**config.mk**
```make
export PLATFORM = sky130hd
export DESIGN_NAME = phr_regs
export DESIGN_NICKNAME = d
export VERILOG_FILES = /design/src/design/phr_pkg.sv /design/src/design/phr_sig_match.sv /design/src/design/phr_tx_hdr.sv /design/src/design/phr_regs.sv
export VERILOG_INCLUDE_DIRS = /design/src /design/src/design
export SDC_FILE = /design/constraint.sdc
export NUM_CORES = 1
export LEC_CHECK = 0
export CAP_MARGIN = 20
export CORE_MARGIN = 2
export CORE_UTILIZATION = 45
export DETAILED_ROUTE_END_ITERATION = 8
export DONT_BUFFER_PORTS = 1
export SYNTH_ARGS = -nofsm -noshare
export SYNTH_HDL_FRONTEND = slang
export SYNTH_SLANG_ARGS = --single-unit
```
**constraint.sdc**
```tcl
create_clock -name clk -period 3.22 [get_ports clk]
set_input_delay 0.161 -clock clk [delete_from_list [all_inputs] [get_ports clk]]
set_output_delay 0.161 -clock clk [all_outputs]
set_load 0.1 [all_outputs]
```
**src/design/phr_consts.svh**
```systemverilog
// Offsets, field positions, reset values and timing counts of the header field registers.
`ifndef PHR_CONSTS_SVH
`define PHR_CONSTS_SVH

`define PHR_ADDR_W          8
`define PHR_DATA_W          8

`define PHR_OFS_TX_CFG      8'h50
`define PHR_OFS_TX_SVC      8'h54
`define PHR_OFS_TX_LEN_HI   8'h58
`define PHR_OFS_TX_LEN_LO   8'h5c
`define PHR_OFS_RX_STAT     8'h60
`define PHR_OFS_RX_SVC      8'h64
`define PHR_OFS_RX_LEN_HI   8'h68
`define PHR_OFS_RX_LEN_LO   8'h6c

`define PHR_CFG_NOHDR_BIT   2
`define PHR_CFG_RATE_LSB    0
`define PHR_STAT_RATE_LSB   6
`define PHR_STAT_ACQ_BIT    5
`define PHR_STAT_SFD_BIT    4
`define PHR_STAT_SIG_BIT    3
`define PHR_STAT_CRC_BIT    2
`define PHR_STAT_ANT_BIT    1

`define PHR_RST_BYTE        8'h00
`define PHR_RST_RATE        2'h0

`define PHR_CLK_PERIOD_PS   5000
`define PHR_RATE_SETUP_NS   2000
`define PHR_RATE_SETUP_CYC  ((`PHR_RATE_SETUP_NS * 1000 + `PHR_CLK_PERIOD_PS - 1) / `PHR_CLK_PERIOD_PS)
`define PHR_SETUP_CNT_W     9

`endif

```
**src/design/phr_pkg.sv**
```systemverilog
// Types shared by the header field register bank.
`include "phr_consts.svh"

package phr_pkg;

    typedef logic [1:0] phr_rate_type;

    typedef logic [3:0][7:0] phr_codes_type;

    typedef struct packed {
        logic         headerless;
        phr_rate_type rate;
        logic [7:0]   signal;
        logic [7:0]   service;
        logic [15:0]  length;
    } phr_tx_hdr_type;

    typedef struct packed {
        logic        acquired;
        logic        sfd_found;
        logic        sig_valid;
        logic [7:0]  sig_byte;
        logic        svc_valid;
        logic [7:0]  svc_byte;
        logic        len_valid;
        logic [15:0] len;
        logic        crc_done;
        logic        crc_ok;
        logic        antenna_a;
    } phr_rx_evt_type;

    typedef struct packed {
        logic [7:0]                  cfg;
        logic [7:0]                  svc;
        logic [7:0]                  len_hi;
        logic [7:0]                  len_lo;
        phr_rate_type                rx_rate;
        logic                        acq;
        logic                        sfd;
        logic                        sig_ok;
        logic                        crc_ok;
        logic                        ant_a;
        logic [7:0]                  rx_svc;
        logic [15:0]                 rx_len;
        logic [7:0]                  rdata;
        logic [`PHR_SETUP_CNT_W-1:0] setup_cnt;
    } phr_state_type;

endpackage

```
**src/design/phr_sig_match.sv**
```systemverilog
// Compares a received signal byte against the four programmed signal field codes.
`timescale 1ns/1ps
`default_nettype none
`include "phr_consts.svh"

module phr_sig_match
    import phr_pkg::*;
(
    // Codes and candidate.
    input  wire phr_codes_type codes,
    input  wire logic [7:0]    sig_byte,
    // Result.
    output logic               hit,
    output phr_rate_type       idx
);

    always_comb begin
        hit = 1'b0;
        idx = `PHR_RST_RATE;
        for (int i = 3; i >= 0; i--) begin
            if (codes[i] == sig_byte) begin
                hit = 1'b1;
                idx = phr_rate_type'(i);
            end
        end
    end

endmodule

`default_nettype wire

```
**src/design/phr_tx_hdr.sv**
```systemverilog
// Builds the registered transmit header fields from the configuration bytes.
`timescale 1ns/1ps
`default_nettype none
`include "phr_consts.svh"

module phr_tx_hdr
    import phr_pkg::*;
(
    // Clock and reset.
    input  wire logic          clk,
    input  wire logic          srst,
    // Configuration.
    input  wire logic [7:0]    cfg,
    input  wire logic [7:0]    svc,
    input  wire logic [7:0]    len_hi,
    input  wire logic [7:0]    len_lo,
    input  wire phr_codes_type codes,
    // Header fields.
    output phr_tx_hdr_type     hdr
);

    phr_tx_hdr_type hdr_d;
    phr_tx_hdr_type hdr_q;

    always_comb begin
        hdr_d.headerless = cfg[`PHR_CFG_NOHDR_BIT];
        hdr_d.rate       = cfg[`PHR_CFG_RATE_LSB +: 2];
        hdr_d.signal     = codes[cfg[`PHR_CFG_RATE_LSB +: 2]];
        hdr_d.service    = svc;
        hdr_d.length     = {len_hi, len_lo};
    end

    always_ff @(posedge clk) begin
        if (srst) begin
            hdr_q <= '0;
        end else begin
            hdr_q <= hdr_d;
        end
    end

    assign hdr = hdr_q;

endmodule

`default_nettype wire

```
**src/design/phr_regs.sv**
```systemverilog
// Header field register bank: transmit header configuration and receive header status.
//
// Notes on behaviour
// - Config bit 2 set sends 2 Mbps QPSK without header; rate must be 00.
// - Rate field 00/01/10/11 selects 1, 2, 5.5 or 11 Mbps modulation.
// - Rate field picks which of four signal codes goes into the header.
// - Transmit service byte is sent as the header service field.
// - Transmit length high byte gives length bits 15:8.
// - Transmit length low byte gives length bits 7:0.
// - Status bits 7:6 give detected rate, forced to 00 while receive disabled.
// - Status bit 5 shows carrier acquired, cleared while receive disabled.
// - Status bit 4 shows delimiter found, cleared while receive disabled.
// - Status bit 3 set only if signal byte matches a code, else 0.
// - Status bit 2 shows header check good, cleared while receive disabled.
// - Status bit 1 holds antenna of last good header check; bit 0 reads 0.
// - Receive service register holds the received service byte.
// - Receive length high register holds received length bits 15:8.
// - Receive length low register holds received length bits 7:0.
//
// The plain strobed port is this design's own decision.
`timescale 1ns/1ps
`default_nettype none
`include "phr_consts.svh"

module phr_regs
    import phr_pkg::*;
(
    // Clock and reset.
    input  wire logic                   clk,
    input  wire logic                   srst,
    // Register port.
    input  wire logic [`PHR_ADDR_W-1:0] addr,
    input  wire logic [`PHR_DATA_W-1:0] wdata,
    input  wire logic                   wr,
    input  wire logic                   rd,
    output logic [`PHR_DATA_W-1:0]      rdata,
    // Signal field codes held elsewhere.
    input  wire phr_codes_type          codes,
    // Receive side.
    input  wire logic                   receive_enable_in,
    input  wire phr_rx_evt_type         rx_evt,
    // Transmit side.
    output phr_tx_hdr_type              tx_hdr,
    output logic                        tx_rate_ready
);

    phr_state_type s_q;
    phr_state_type s_d;
    logic          sig_hit;
    phr_rate_type  sig_idx;

    function automatic logic hit_addr(input logic [`PHR_ADDR_W-1:0] a,
                                      input logic [`PHR_ADDR_W-1:0] ofs);
        hit_addr = (a == ofs);
    endfunction

    function automatic logic [7:0] status_byte(input phr_state_type s);
        status_byte = '0;
        status_byte[`PHR_STAT_RATE_LSB +: 2] = s.rx_rate;
        status_byte[`PHR_STAT_ACQ_BIT]       = s.acq;
        status_byte[`PHR_STAT_SFD_BIT]       = s.sfd;
        status_byte[`PHR_STAT_SIG_BIT]       = s.sig_ok;
        status_byte[`PHR_STAT_CRC_BIT]       = s.crc_ok;
        status_byte[`PHR_STAT_ANT_BIT]       = s.ant_a;
    endfunction

    phr_sig_match u_match (
        .codes    (codes),
        .sig_byte (rx_evt.sig_byte),
        .hit      (sig_hit),
        .idx      (sig_idx)
    );

    phr_tx_hdr u_tx (
        .clk    (clk),
        .srst   (srst),
        .cfg    (s_q.cfg),
        .svc    (s_q.svc),
        .len_hi (s_q.len_hi),
        .len_lo (s_q.len_lo),
        .codes  (codes),
        .hdr    (tx_hdr)
    );

    always_comb begin
        s_d = s_q;

        // Writable configuration; the status offsets take no write.
        if (wr) begin
            if (hit_addr(addr, `PHR_OFS_TX_CFG)) begin
                s_d.cfg       = wdata;
                s_d.setup_cnt = `PHR_SETUP_CNT_W'(`PHR_RATE_SETUP_CYC);
            end
            if (hit_addr(addr, `PHR_OFS_TX_SVC)) begin
                s_d.svc = wdata;
            end
            if (hit_addr(addr, `PHR_OFS_TX_LEN_HI)) begin
                s_d.len_hi = wdata;
            end
            if (hit_addr(addr, `PHR_OFS_TX_LEN_LO)) begin
                s_d.len_lo = wdata;
            end
        end

        // Rate setup time counts down after each configuration write.
        if (!(wr && hit_addr(addr, `PHR_OFS_TX_CFG)) && s_q.setup_cnt != '0) begin
            s_d.setup_cnt = s_q.setup_cnt - `PHR_SETUP_CNT_W'(1);
        end

        // Receive status follows the demodulator while enabled.
        if (!receive_enable_in) begin
            s_d.rx_rate = `PHR_RST_RATE;
            s_d.acq     = 1'b0;
            s_d.sfd     = 1'b0;
            s_d.sig_ok  = 1'b0;
            s_d.crc_ok  = 1'b0;
        end else begin
            s_d.acq = rx_evt.acquired;
            s_d.sfd = rx_evt.sfd_found;
            if (rx_evt.sig_valid) begin
                s_d.sig_ok = sig_hit;
                if (sig_hit) begin
                    s_d.rx_rate = sig_idx;
                end
            end
            if (rx_evt.crc_done) begin
                s_d.crc_ok = rx_evt.crc_ok;
            end
        end

        // Antenna and received fields are kept across receive disable.
        if (rx_evt.crc_done && rx_evt.crc_ok) begin
            s_d.ant_a = rx_evt.antenna_a;
        end
        if (rx_evt.svc_valid) begin
            s_d.rx_svc = rx_evt.svc_byte;
        end
        if (rx_evt.len_valid) begin
            s_d.rx_len = rx_evt.len;
        end

        // Read data stands for the one cycle after the strobe.
        s_d.rdata = `PHR_RST_BYTE;
        if (rd) begin
            unique case (addr)
                `PHR_OFS_TX_CFG:    s_d.rdata = s_q.cfg;
                `PHR_OFS_TX_SVC:    s_d.rdata = s_q.svc;
                `PHR_OFS_TX_LEN_HI: s_d.rdata = s_q.len_hi;
                `PHR_OFS_TX_LEN_LO: s_d.rdata = s_q.len_lo;
                `PHR_OFS_RX_STAT:   s_d.rdata = status_byte(s_q);
                `PHR_OFS_RX_SVC:    s_d.rdata = s_q.rx_svc;
                `PHR_OFS_RX_LEN_HI: s_d.rdata = s_q.rx_len[15:8];
                `PHR_OFS_RX_LEN_LO: s_d.rdata = s_q.rx_len[7:0];
                default:            s_d.rdata = `PHR_RST_BYTE;
            endcase
        end
    end

    always_ff @(posedge clk) begin
        if (srst) begin
            s_q <= '0;
        end else begin
            s_q <= s_d;
        end
    end

    assign rdata         = s_q.rdata;
    assign tx_rate_ready = (s_q.setup_cnt == '0);
endmodule

`default_nettype wire

```
Yosys cells after proc, flatten, opt, wreduce, memory -nomap -nowiden --
Index checks and enable logic that the tools add are counted.
Word-level totals: flip-flop bits (word level) 115, input bits 93, logic and storage cells 65, output and inout port bits 44
Cells by class: magnitude comparators 1, reduce and logical (&&, ||, !) cells 16, add/sub/neg operators 1, eq/ne operators 12, muxes and demuxes 14, bitwise gates (word level) 2
Operator list (number):
- 8-bit by 7-bit equality test with 1-bit output, second input constant | 8
- 8-bit one-hot mux with 8 select lines | 1
- 8-bit equality test | 4
- 9-bit 2-to-1 mux | 3
- 8-bit binary-select mux with 2-bit select | 1
- 2-bit AND reduction | 6
- 9-bit logical NOT | 1
- 9-bit nonzero test | 1
- 9-bit by 1-bit subtractor with 9-bit output, second input constant | 1
- 2-bit 2-to-1 mux | 4
- 8-bit 2-to-1 mux | 1
- 1-bit 2-to-1 mux | 4
- 2-bit nonzero test | 2
- 2-bit OR reduction | 2
- 1-bit logical AND | 3
- 2-bit by 3-bit < comparator with 1-bit output, second input constant | 1
- 1-bit inverter | 2
- 1-bit logical NOT | 1

Logic depth before layout (Yosys ltp) --
Gate-level depths: netlist (run 1).
word-level depth 6, gate-level depth with buffers 8

Modules after synthesis --
From an unflattened synthesis (run 1), not the netlist that was laid out.
Second synthesis, totals: cell total of the unflattened synthesis 499, area total of the unflattened synthesis 5006.1 um2
By module, submodules not included:
- phr_regs | area an instance 3433.3 um2, times used 1, cells an instance 357
- phr_tx_hdr | area an instance 1154.9 um2, times used 1, cells an instance 94
- phr_sig_match | area an instance 417.9 um2, times used 1, cells an instance 48

Worst setup path after synthesis (run 1) --
Ideal clock, no wire load.
path type reg-to-reg, start register s_q[0] (netlist bit), end register s_q[5] (netlist bit), clock period less this slack 2.742 ns, arrival 2.624 ns, path slack 0.478 ns, cell stages (with the launch flop) 9, cell sequence dfxtp_1 -> inv_1 -> ha_1 -> or3b_1 -> buf_2 -> nor4_4 -> nor3_1 -> xnor2_1 -> nor2_1
Between the ends: longest elaborated chain between the ends 4, elaborated cells between the ends (all ways) 7, classes of those cells 1 x add/sub; 1 x mux; 5 x reduce/logical
Ends and longest elaborated chain:
- from (decl) | RTL line phr_regs.sv:47 | phr_state_type s_q;
- from (signal assigned) | RTL line phr_regs.sv:161 | s_q <= '0;
- from (signal assigned) | RTL line phr_regs.sv:163 | s_q <= s_d;
- branches (longest 4 deep; another with 9-bit by 1-bit subtractor with 9-bit output)
Parallel ways; which one is timed is not known. A chain may end at the register's enable or synchronous reset.

Worst setup path in the final report (run 1) --
start register s_q[0] (netlist bit), end output port tx_rate_ready
Between the ends: longest elaborated chain between the ends 1
Ends and longest elaborated chain:
- 9-bit logical NOT | RTL line phr_regs.sv:168 | assign tx_rate_ready = (s_q.setup_cnt == '0);
- to (decl) | RTL line phr_regs.sv:44 | output logic tx_rate_ready
No other way between the ends.

==> reports/metrics.yaml, run 1 <==
numCtsBuffers: 17
tritoncts: "built"
cp-endpoint: "tx_rate_ready"
syn2layout_area_growth_pct: 29.96
synthArstFlopShare_pct: 0
finalWeightedCongestion: 0.9194
post_cts_resized: 0
p_leak_nw: 2.581
ir_drop_uv: 562.0
chipWidth_um: 109.4
drive_gt1_share_pct: 8.208
skew_ns: 0.005963
dpl_cell_area_sq_mm: 0.005014
synth_fp_nets: 608
p_comb_share_pct: 15.8
worst_slew_pin_slew_ns: 0.9642
relSlewSlack_pct: 35.63
worstPathMaxFanout: 9
period_needed_ns: 2.598
fmax_ghz: 0.3850
yosysTopAreaCellShare_pct: 46.09
routed_via_density: 5.354
clockBufferDepth: 2
clkTransAtPathRegs_ns: 0.06
grt_usage_pct: 22.54
startpoint: "s_q[0]"
cts-root-buf: "clkbuf_8"
io_pins: 137
violations: "hold timing"
h-tree-depth: 4
rows: 38
grt-ovfl-total: 0
whs_ns: -0.005379
ys_seq_area_share_pct: 46.09
synth_area_sq_mm: 0.004995
r2r_cells: 3
grt_use_met3_pct: 6.817
hp-class: "input pin to flip-flop"
die_y_um: 109.4
drt-initial-drc-count: 214
cts_setup_buffers: 0
cts_sinks: 115
met1_usage_pct: 26.90
nets: 678
drcViolationCount: 0
clk_latency_ns: 0.51
drt_first_pass_iters: 5
worstSetupPathType: "flip-flop to output port"
vias: 3946
p_total_mw: 4.049
netlist_top_cells_area: "dfxtp_1, mux2i_1, nor2_1, nor2b_1, mux4_2"
clock_power_share_pct: 45.0
slew_violations: 0
grt_most_used_layer: "met2"
antenna_found_initial: 0
core-area_sq_mm: 0.01084
hold_violations: 1
dpl.hpwl_mm: 8.487
wl_per_cell_um: 17.49
setup_violations: 0
synth_common_cells: "dfxtp_1, nor2_1, mux2i_1"
crit_path_end_kind: "output port"
r2r-start: "s_q[72]"
synth_flop_cell: "dfxtp_1"
syn_avg_cell_area_sq_um: 9.717
grt_util_met2_pct: 37.83
final_cell_area_sq_mm: 0.006491
swShare_pct: 25.59
antenna_left: 0
start_util_pct: 46.08
first_global_vias: 4108
synthDistinctLibCells: 43
p_int_mw: 3.013
synth-warning-count: 0
cp.arrival_ns: 2.44
total_switching_power_mw: 1.036
grt_pass1_wl_mm: 20.37
synth_largest_area_cell: "dfxtp_1"
finalCritPeriodShare_pct: 80.67
cp.required_ns: 3.06
yosysMostFrequentCell: "dfxtp_1"
rsz0062_at_grt: "false"
drv_cap: 0
port_buffers: 0
diodes: 0
grt_start_max_net_pins: 89
p_per_area_mw_per_mm2: 623.8
r2r-end: "u_tx.hdr[26]"
reg2reg_slack_ns: 1.05
crit_path_start_kind: "flip-flop"
finalSetupTns_ns: 0
synth_edf_count: 0
syn_inst: 514
seq_power_share_pct: 39.3
die_area_sq_mm: 0.01196
routed_wl_mm: 12.89
outcome: "complete, but fails checks"
synth-seq-cells: 115
## critical path, cell delays in order (launching register included)
cell	delay, ns
dfxtp_1	0.32
inv_1	0.09
ha_1	0.18
or3b_1	0.47
nor4_4	0.62
buf_16	0.25
## layout make-up
cell class	instances	area, sq um
multi-input combinational	357	2490
clock buffer	24	490.5
fill	964	4349
timing repair buffer	88	915.9
inverter	5	18.77
tap	140	175.2
clock inverter	8	98.84
sequential	115	2302
## sequential cells by signal, indices dropped and copies added, names as in the netlist
signal,cells
s_q,72
rdata,8
u_tx.hdr,35
## kinds of logic (layout without fill, tap and decap cells)
family / after synthesis / after routing / synth area share (%)
mux: 69 / 69 / 15.93
simple gates: 184 / 184 / 19.06
flops: 115 / 115 / 46.09
buf+inv: 42 / 125 / 4.058
xor+xnor: 36 / 36 / 6.313
fa+ha+maj: 1 / 1 / 0.2505
compound gates: 67 / 67 / 8.292
## power by group through the flow
| stage | registers, mW | logic, mW | clock network (mW) |
|---|---|---|---|
| 2_1_floorplan | 1.60 | 0.432 | 0 |
| 3_3_place_gp | 1.61 | 0.495 | 0 |
| 3_5_place_dp | 1.62 | 0.512 | 0 |
| 4_1_cts | 1.59 | 0.640 | 1.85 |
| 5_1_grt | 1.60 | 0.699 | 1.91 |
| 6_report | 1.59 | 0.639 | 1.82 |
## metrics by stage
stage	worst slack (ns)	utilization (%)	hold slack (ns)	instances
5_1_grt	0.4739	59.88	0.02042	737
2_1_floorplan	0.4779	-	0.2711	514
3_5_place_dp	0.9571	46.25	0.2404	618
6_report	0.6225	59.88	-0.005379	737
3_3_place_gp	1.055	46.25	0.2379	618
4_1_cts	0.5855	59.88	0.007985	737
## per-layer routing
| metal | vias to the layer above | part of all wire, % |
|---|---|---|
| met1 | 1855 | 42 |
| li1 | 1912 | - |
| met5 | - | 0 |
| met2 | 153 | 50 |
| met4 | 0 | 2.2 |
| met3 | 26 | 6.3 |
## repair_timing
item | 4_1_cts | 5_1_grt
setup endpoints to repair | 0 | 0
hold buffers | 87 | 0
endpoints found under the hold margin | 108 | 0
## cell usage in the layout (no fill, tap or decap), types with 3 or more instances in the layout
| cell type | Yosys | final |
|---|---|---|
| o21ai_0 | 12 | 12 |
| a22o_1 | 3 | 3 |
| nand3_2 | 3 | 3 |
| mux2i_1 | 57 | 57 |
| clkinv_2 | 0 | 3 |
| nor2b_1 | 33 | 33 |
| nand3_1 | 7 | 7 |
| nor4_1 | 5 | 5 |
| nand4_1 | 4 | 4 |
| and3_1 | 4 | 4 |
| nor3_1 | 6 | 6 |
| nor2_1 | 61 | 61 |
| and2_1 | 13 | 13 |
| dfxtp_1 | 115 | 115 |
| o31ai_1 | 3 | 3 |
| nor3b_1 | 3 | 3 |
| mux2_2 | 4 | 4 |
| dlygate4sd3_1 | 0 | 86 |
| inv_1 | 5 | 5 |
| clkbuf_16 | 0 | 16 |
| a21oi_1 | 25 | 25 |
| o22ai_1 | 4 | 4 |
| clkbuf_8 | 0 | 6 |
| xnor2_1 | 20 | 20 |
| a31oi_1 | 3 | 3 |
| mux4_2 | 8 | 8 |
| a22oi_1 | 7 | 7 |
| xor2_1 | 16 | 16 |
| nand2_1 | 34 | 34 |
## how the worst min path moves through the flow
stage	slack, ns	from	end	depth (start not counted)
finish	-0.005	srst	s_q[26]	2
global route	0.02	addr[3]	rdata[2]	3
CTS	0.008	srst	s_q[36]	2
detailed placement	0.24	srst	s_q[41]	1
global placement	0.24	srst	s_q[41]	1
floorplan	0.27	rx_evt[37]	s_q[46]	1
No activity file was read; power rests on OpenSTA's default activity.
==> run 2, diff against run 1 <==
- clock period: 3.22 -> 2.55 ns (I/O delays scaled with it)
==> run 2 against run 1 <==
Against the previous run: the run now ends clean; critical path depth is 1 higher; non-clock buffer count is 13 higher; largest cell class unchanged; global-route usage is 0.97 points higher; combinational power is 42% higher.
==> reports/metrics.yaml, run 2 (synthesis results as in run 1) <==
outcome: "completed"
clk_latency_ns: 0.52  # about the same
skew_ns: 0.006088  # +0.0001259 ns
whs_ns: 0.03032  # +0.03570 ns
die_y_um: 109.4  # unchanged
fill_cells: 914  # -5.2%
core-area_sq_mm: 0.01084  # unchanged
start_util_pct: 46.08  # unchanged
tritoncts: "built"
drive_gt1_share_pct: 9.508  # +1.3 points
grt_pass1_wl_mm: 21.22  # +4.2%
syn2layout_area_growth_pct: 33.19
p_total_mw: 5.379  # +33%
wl_per_cell_um: 17.80  # +1.8%
register_area_sq_mm: 0.002305  # +0.11%
multi_input_area_sq_mm: 0.002502  # +0.50%
cp_slowest_stage_delay_ns: 0.47  # -0.15 ns
drt-initial-drc-count: 212  # -0.93%
period_needed_ns: 2.297
drcViolationCount: 0  # unchanged
cts-root-buf: "clkbuf_8"
diodes: 0  # unchanged
cp_slowest_cell: "or3b_1"
utilization_pct: 61.37  # +1.5 points
post_cts_resized: 0  # unchanged
routed_via_density: 5.401  # +0.88%
grt_start_max_net_pins: 89  # unchanged
cp.required_ns: 2.42  # -0.64 ns
dpl_cell_area_sq_mm: 0.005044  # +0.60%
first_global_vias: 4140  # +0.78%
final_cell_area_sq_mm: 0.006653  # +2.5%
grt_usage_pct: 23.51  # +0.97 points
regMostFlops: "s_q"
h-tree-depth: 4  # unchanged
routed_wl_mm: 13.35  # +3.6%
chipWidth_um: 109.4  # unchanged
slew_violations: 0  # unchanged
setup_violations: 0  # unchanged
p_per_area_mw_per_mm2: 808.5  # +30%
dpl.hpwl_mm: 8.517  # +0.36%
worstSetupPathType: "flip-flop to output port"
finalWeightedCongestion: 0.8307  # -9.6%
largest_register_ffs: 72  # unchanged
relSlewSlack_pct: 36.03  # +0.40 points
finalCritPeriodShare_pct: 90.08
die_area_sq_mm: 0.01196  # unchanged
drv_cap: 0  # unchanged
antenna_left: 0  # unchanged
grt-ovfl-total: 0  # unchanged
antenna_found_initial: 0  # unchanged
path_cells: "inv_2 > ha_4 > or3b_1 > nor4_4 > buf_4 > buf_16"
port_buffers: 0  # unchanged
nets: 691  # +1.9%
cp.arrival_ns: 2.17  # -0.27 ns
p_leak_nw: 2.668  # +3.4%
drt_first_pass_iters: 5  # unchanged
worst_slew_pin_slew_ns: 0.9583  # -0.005929 ns
crit_path_end_kind: "output port"
ir_drop_uv: 1054  # +88%
clkTransAtPathRegs_ns: 0.05  # about the same
numCtsBuffers: 17  # unchanged
final_common_cell: "dfxtp_1"
crit_path_start_kind: "flip-flop"
rows: 38  # unchanged
io_pins: 137  # unchanged
fmax_ghz: 0.4354
worstPathMaxFanout: 9  # unchanged
rsz0062_at_grt: "false"
clockBufferDepth: 2  # unchanged
cts_sinks: 115  # unchanged
hp-class: "input pin to flip-flop"
vias: 4051  # +2.7%
hold_violations: 0  # -1
final_cell_mix: "dfxtp_1, dlygate4sd3_1, nor2_1, mux2i_1, nand2_1"
run 2: worst max-delay path: cells and delay by family, from the launching register on:
kind,cells,cell delay (ns)
adders and majority gates,1,0.13
buffers and inverters,3,0.49
DFF,1,0.33
and+or+nand+nor,2,0.70
run 2: final timing paths:
check	startpoint	slack, ns	depth (start not counted)	end
hold / removal	addr[3]	0.03	3	rdata[7]
setup / recovery	s_q[0]	0.25	6	tx_rate_ready
setup reg to reg	s_q[72]	0.42	3	u_tx.hdr[28]
hold reg to reg	s_q[79]	0.45	2	s_q[79]
run 2: through the flow:
stage	setup slack, ns	instances	TNS [ns]
CTS	0.1063	747	0
finish	0.2530	750	0
detailed placement	0.5585	620	0
global route	0.1800	750	0
global placement	0.6570	620	0
floorplan	-0.07784	514	-0.2480
run 2: repair_timing:
action                                 4_1_cts  5_1_grt
setup endpoints to repair                    0        1
endpoints found under the hold margin      108        0
hold buffers                                95        0
setup buffers                                0        3
run 2: layout make-up:
class                      count  share of cell area (%)
clock inverter                 9                   2.276
clock buffer                  23                   7.015
inverter                       5                  0.2821
tap                          140                   2.633
sequential                   115                   34.64
multi-input combinational    357                   37.62
timing repair buffer         101                   15.54
run 2: where the power goes:
| group | leakage (nW) | switching, mW | total (mW) | internal, mW |
|---|---|---|---|---|
| combinational | 1.43 | 0.442 | 0.907 | 0.464 |
| sequential | 0.936 | 0.127 | 2.02 | 1.89 |
| clock | 0.302 | 0.794 | 2.45 | 1.66 |
| total | 2.67 | 1.36 | 5.38 | 4.02 |
run 2: metal layers:
| layer | track usage [%] | up-vias | routed length (um) |
|---|---|---|---|
| li1 | - | 1939 | - |
| met1 | 28.52 | 1930 | 5666 |
| met2 | 39.68 | 151 | 6628 |
| met3 | 5.809 | 31 | 764 |
| met4 | 9.946 | 0 | 291 |
| met5 | 0 | - | 0 |
==> run 3, diff against run 2 <==
- RECOVER_POWER: default -> 25
- clock period: 2.55 -> 2.8 ns (I/O delays scaled with it)
==> run 3 against run 2 <==
Against the previous run: the flow now finishes with violations (capacitance limit, slew limit); core utilization down 1.6 points; largest cell class unchanged; routed wire length down 1.2%; via count down 1.6%; first-iteration DRC count down 28%; flip-flop and latch count unchanged; sequential power down 9%; worst setup slack worse by 0.026 ns; non-clock buffer count down 2; hold slack better by 0.0040 ns; register-to-register slack better by 0.17 ns; clock power down 27%; die area unchanged.
==> reports/metrics.yaml, run 3 (synthesis results as in run 1) <==
clk_latency_ns: 0.52  # about the same
finalCritPeriodShare_pct: 91.87
hold_violations: 0  # unchanged
setup_ws_ns: 0.2275  # -0.02551 ns
dpl.hpwl_mm: 8.476  # -0.48%
cp.arrival_ns: 2.43  # +0.26 ns
tritoncts: "built"
die_area_sq_mm: 0.01196  # unchanged
finalWeightedCongestion: 0.9070  # +9.2%
rsz0062_at_grt: "false"
diodes: 0  # unchanged
first_global_vias: 4169  # +0.70%
relSlewSlack_pct: -14.53  # -51 points
cp.buffers_inverters: 2  # -1
wl_per_cell_um: 17.68  # -0.69%
chipWidth_um: 109.4  # unchanged
start_util_pct: 46.08  # unchanged
crit_path_start_kind: "flip-flop"
dpl_cell_area_sq_mm: 0.005029  # -0.30%
p_leak_nw: 2.598  # -2.6%
grt_usage_pct: 23.37  # -0.15 points
utilization_pct: 59.74  # -1.6 points
core-area_sq_mm: 0.01084  # unchanged
die_y_um: 109.4  # unchanged
worstSetupPathType: "flip-flop to output port"
vias: 3988  # -1.6%
path_cells: "inv_1 > ha_1 > or3b_1 > nor4_4 > buf_16"
cp_slowest_cell: "nor4_4"
drive_gt1_share_pct: 7.756  # -1.8 points
regMostFlops: "s_q"
outcome: "complete, but fails checks"
worstPathMaxFanout: 9  # unchanged
grt-ovfl-total: 0  # unchanged
skew_ns: 0.01075  # +0.004658 ns
worst_slew_pin_slew_ns: 1.718  # +0.7597 ns
antenna_found_initial: 0  # unchanged
cp.required_ns: 2.66  # +0.24 ns
fmax_ghz: 0.3887
hp-class: "input pin to flip-flop"
final_common_cell: "dfxtp_1"
critical-path-top-delay-family: "simple AND/OR/NAND/NOR gates"
finalSetupTns_ns: 0  # unchanged
grt_start_max_net_pins: 89  # unchanged
largest_register_ffs: 72  # unchanged
crit_path_end_kind: "output port"
clkTransAtPathRegs_ns: 0.05  # about the same
clockBufferDepth: 2  # unchanged
period_needed_ns: 2.572
rows: 38  # unchanged
drt_first_pass_iters: 4  # -1
p_per_area_mw_per_mm2: 673.8  # -17%
setup_violations: 0  # unchanged
drv_cap: 1  # +1
whs_ns: 0.03437  # +0.004046 ns
h-tree-depth: 4  # unchanged
cts_sinks: 115  # unchanged
routed_wl_mm: 13.19  # -1.2%
routed_via_density: 5.346  # -1.0%
ir_drop_uv: 911.7  # -14%
drcViolationCount: 0  # unchanged
cts_setup_buffers: 0  # unchanged
io_pins: 137  # unchanged
dp_slack_ns: 0.6677  # +0.1092 ns
syn2layout_area_growth_pct: 29.66
slew_violations: 89  # +89
cp_slowest_stage_delay_ns: 0.62  # +0.15 ns
final_cell_mix: "dfxtp_1, dlygate4sd3_1, nor2_1, mux2i_1, nand2_1"
antenna_left: 0  # unchanged
port_buffers: 0  # unchanged
drt-initial-drc-count: 153  # -28%
final_cell_area_sq_mm: 0.006476  # -2.7%
numCtsBuffers: 17  # unchanged
violations: "capacitance limit, slew limit"
nets: 689  # -0.29%
cts-root-buf: "clkbuf_8"
grt_pass1_wl_mm: 21.06  # -0.78%
run 3: cell count changes in the layout (fill, tap and decap cells not counted), sizes merged:
cell         before  now
clkbuf           23   24
clkinv            4    7
dlygate4sd3      94   95
bufinv            4    0
buf               7    3
clkinvlp          1    0
run 3: final timing paths:
check                              from            end  slack [ns]  cells past startpoint
worst max-delay path             s_q[0]  tx_rate_ready        0.23                      5
worst min register to register  s_q[75]        s_q[75]        0.46                      2
worst max register to register   s_q[0]         s_q[4]        0.59                      7
worst min-delay path            addr[3]       rdata[1]        0.03                      3
run 3: layer usage:
metal,GRT usage (%),part of all wire [%]
met1,28.33,42
met2,38.36,49
met3,6.580,6.2
met4,10.85,2.5
met5,0,0
run 3: cell type report:
type                            instances  area [sq um]
Clock buffer                           23         456.7
Fill cell                             933          4364
Sequential cell                       115          2302
Timing Repair Buffer                   99         998.5
Clock inverter                          7         35.03
Inverter                                5         18.77
Tap cell                              140         175.2
Multi-Input combinational cell        357          2490
run 3: per-stage QoR:
| step | power, mW | instances |
|---|---|---|
| 2_1_floorplan | 2.338 | 514 |
| 3_3_place_gp | 2.417 | 620 |
| 3_5_place_dp | 2.447 | 620 |
| 4_1_cts | 4.401 | 746 |
| 5_1_grt | 4.570 | 746 |
| 6_report | 4.363 | 746 |
run 3: timing repair:
item                      CTS  global route
hold buffers               96             0
hold endpoints to repair  108             0
resized for setup           0             0
run 3: worst min-delay path: cells and delay by family:
family / cells / cell delay, ns
AO/OA/AOI/OAI: 2 / 0.21
AND/OR/NAND/NOR: 1 / 0.14
run 3: power breakdown:
group / internal, mW / switching [mW] / leakage (nW)
registers: 1.72 / 0.108 / 0.935
clock network: 1.11 / 0.687 / 0.251
logic: 0.373 / 0.369 / 1.41
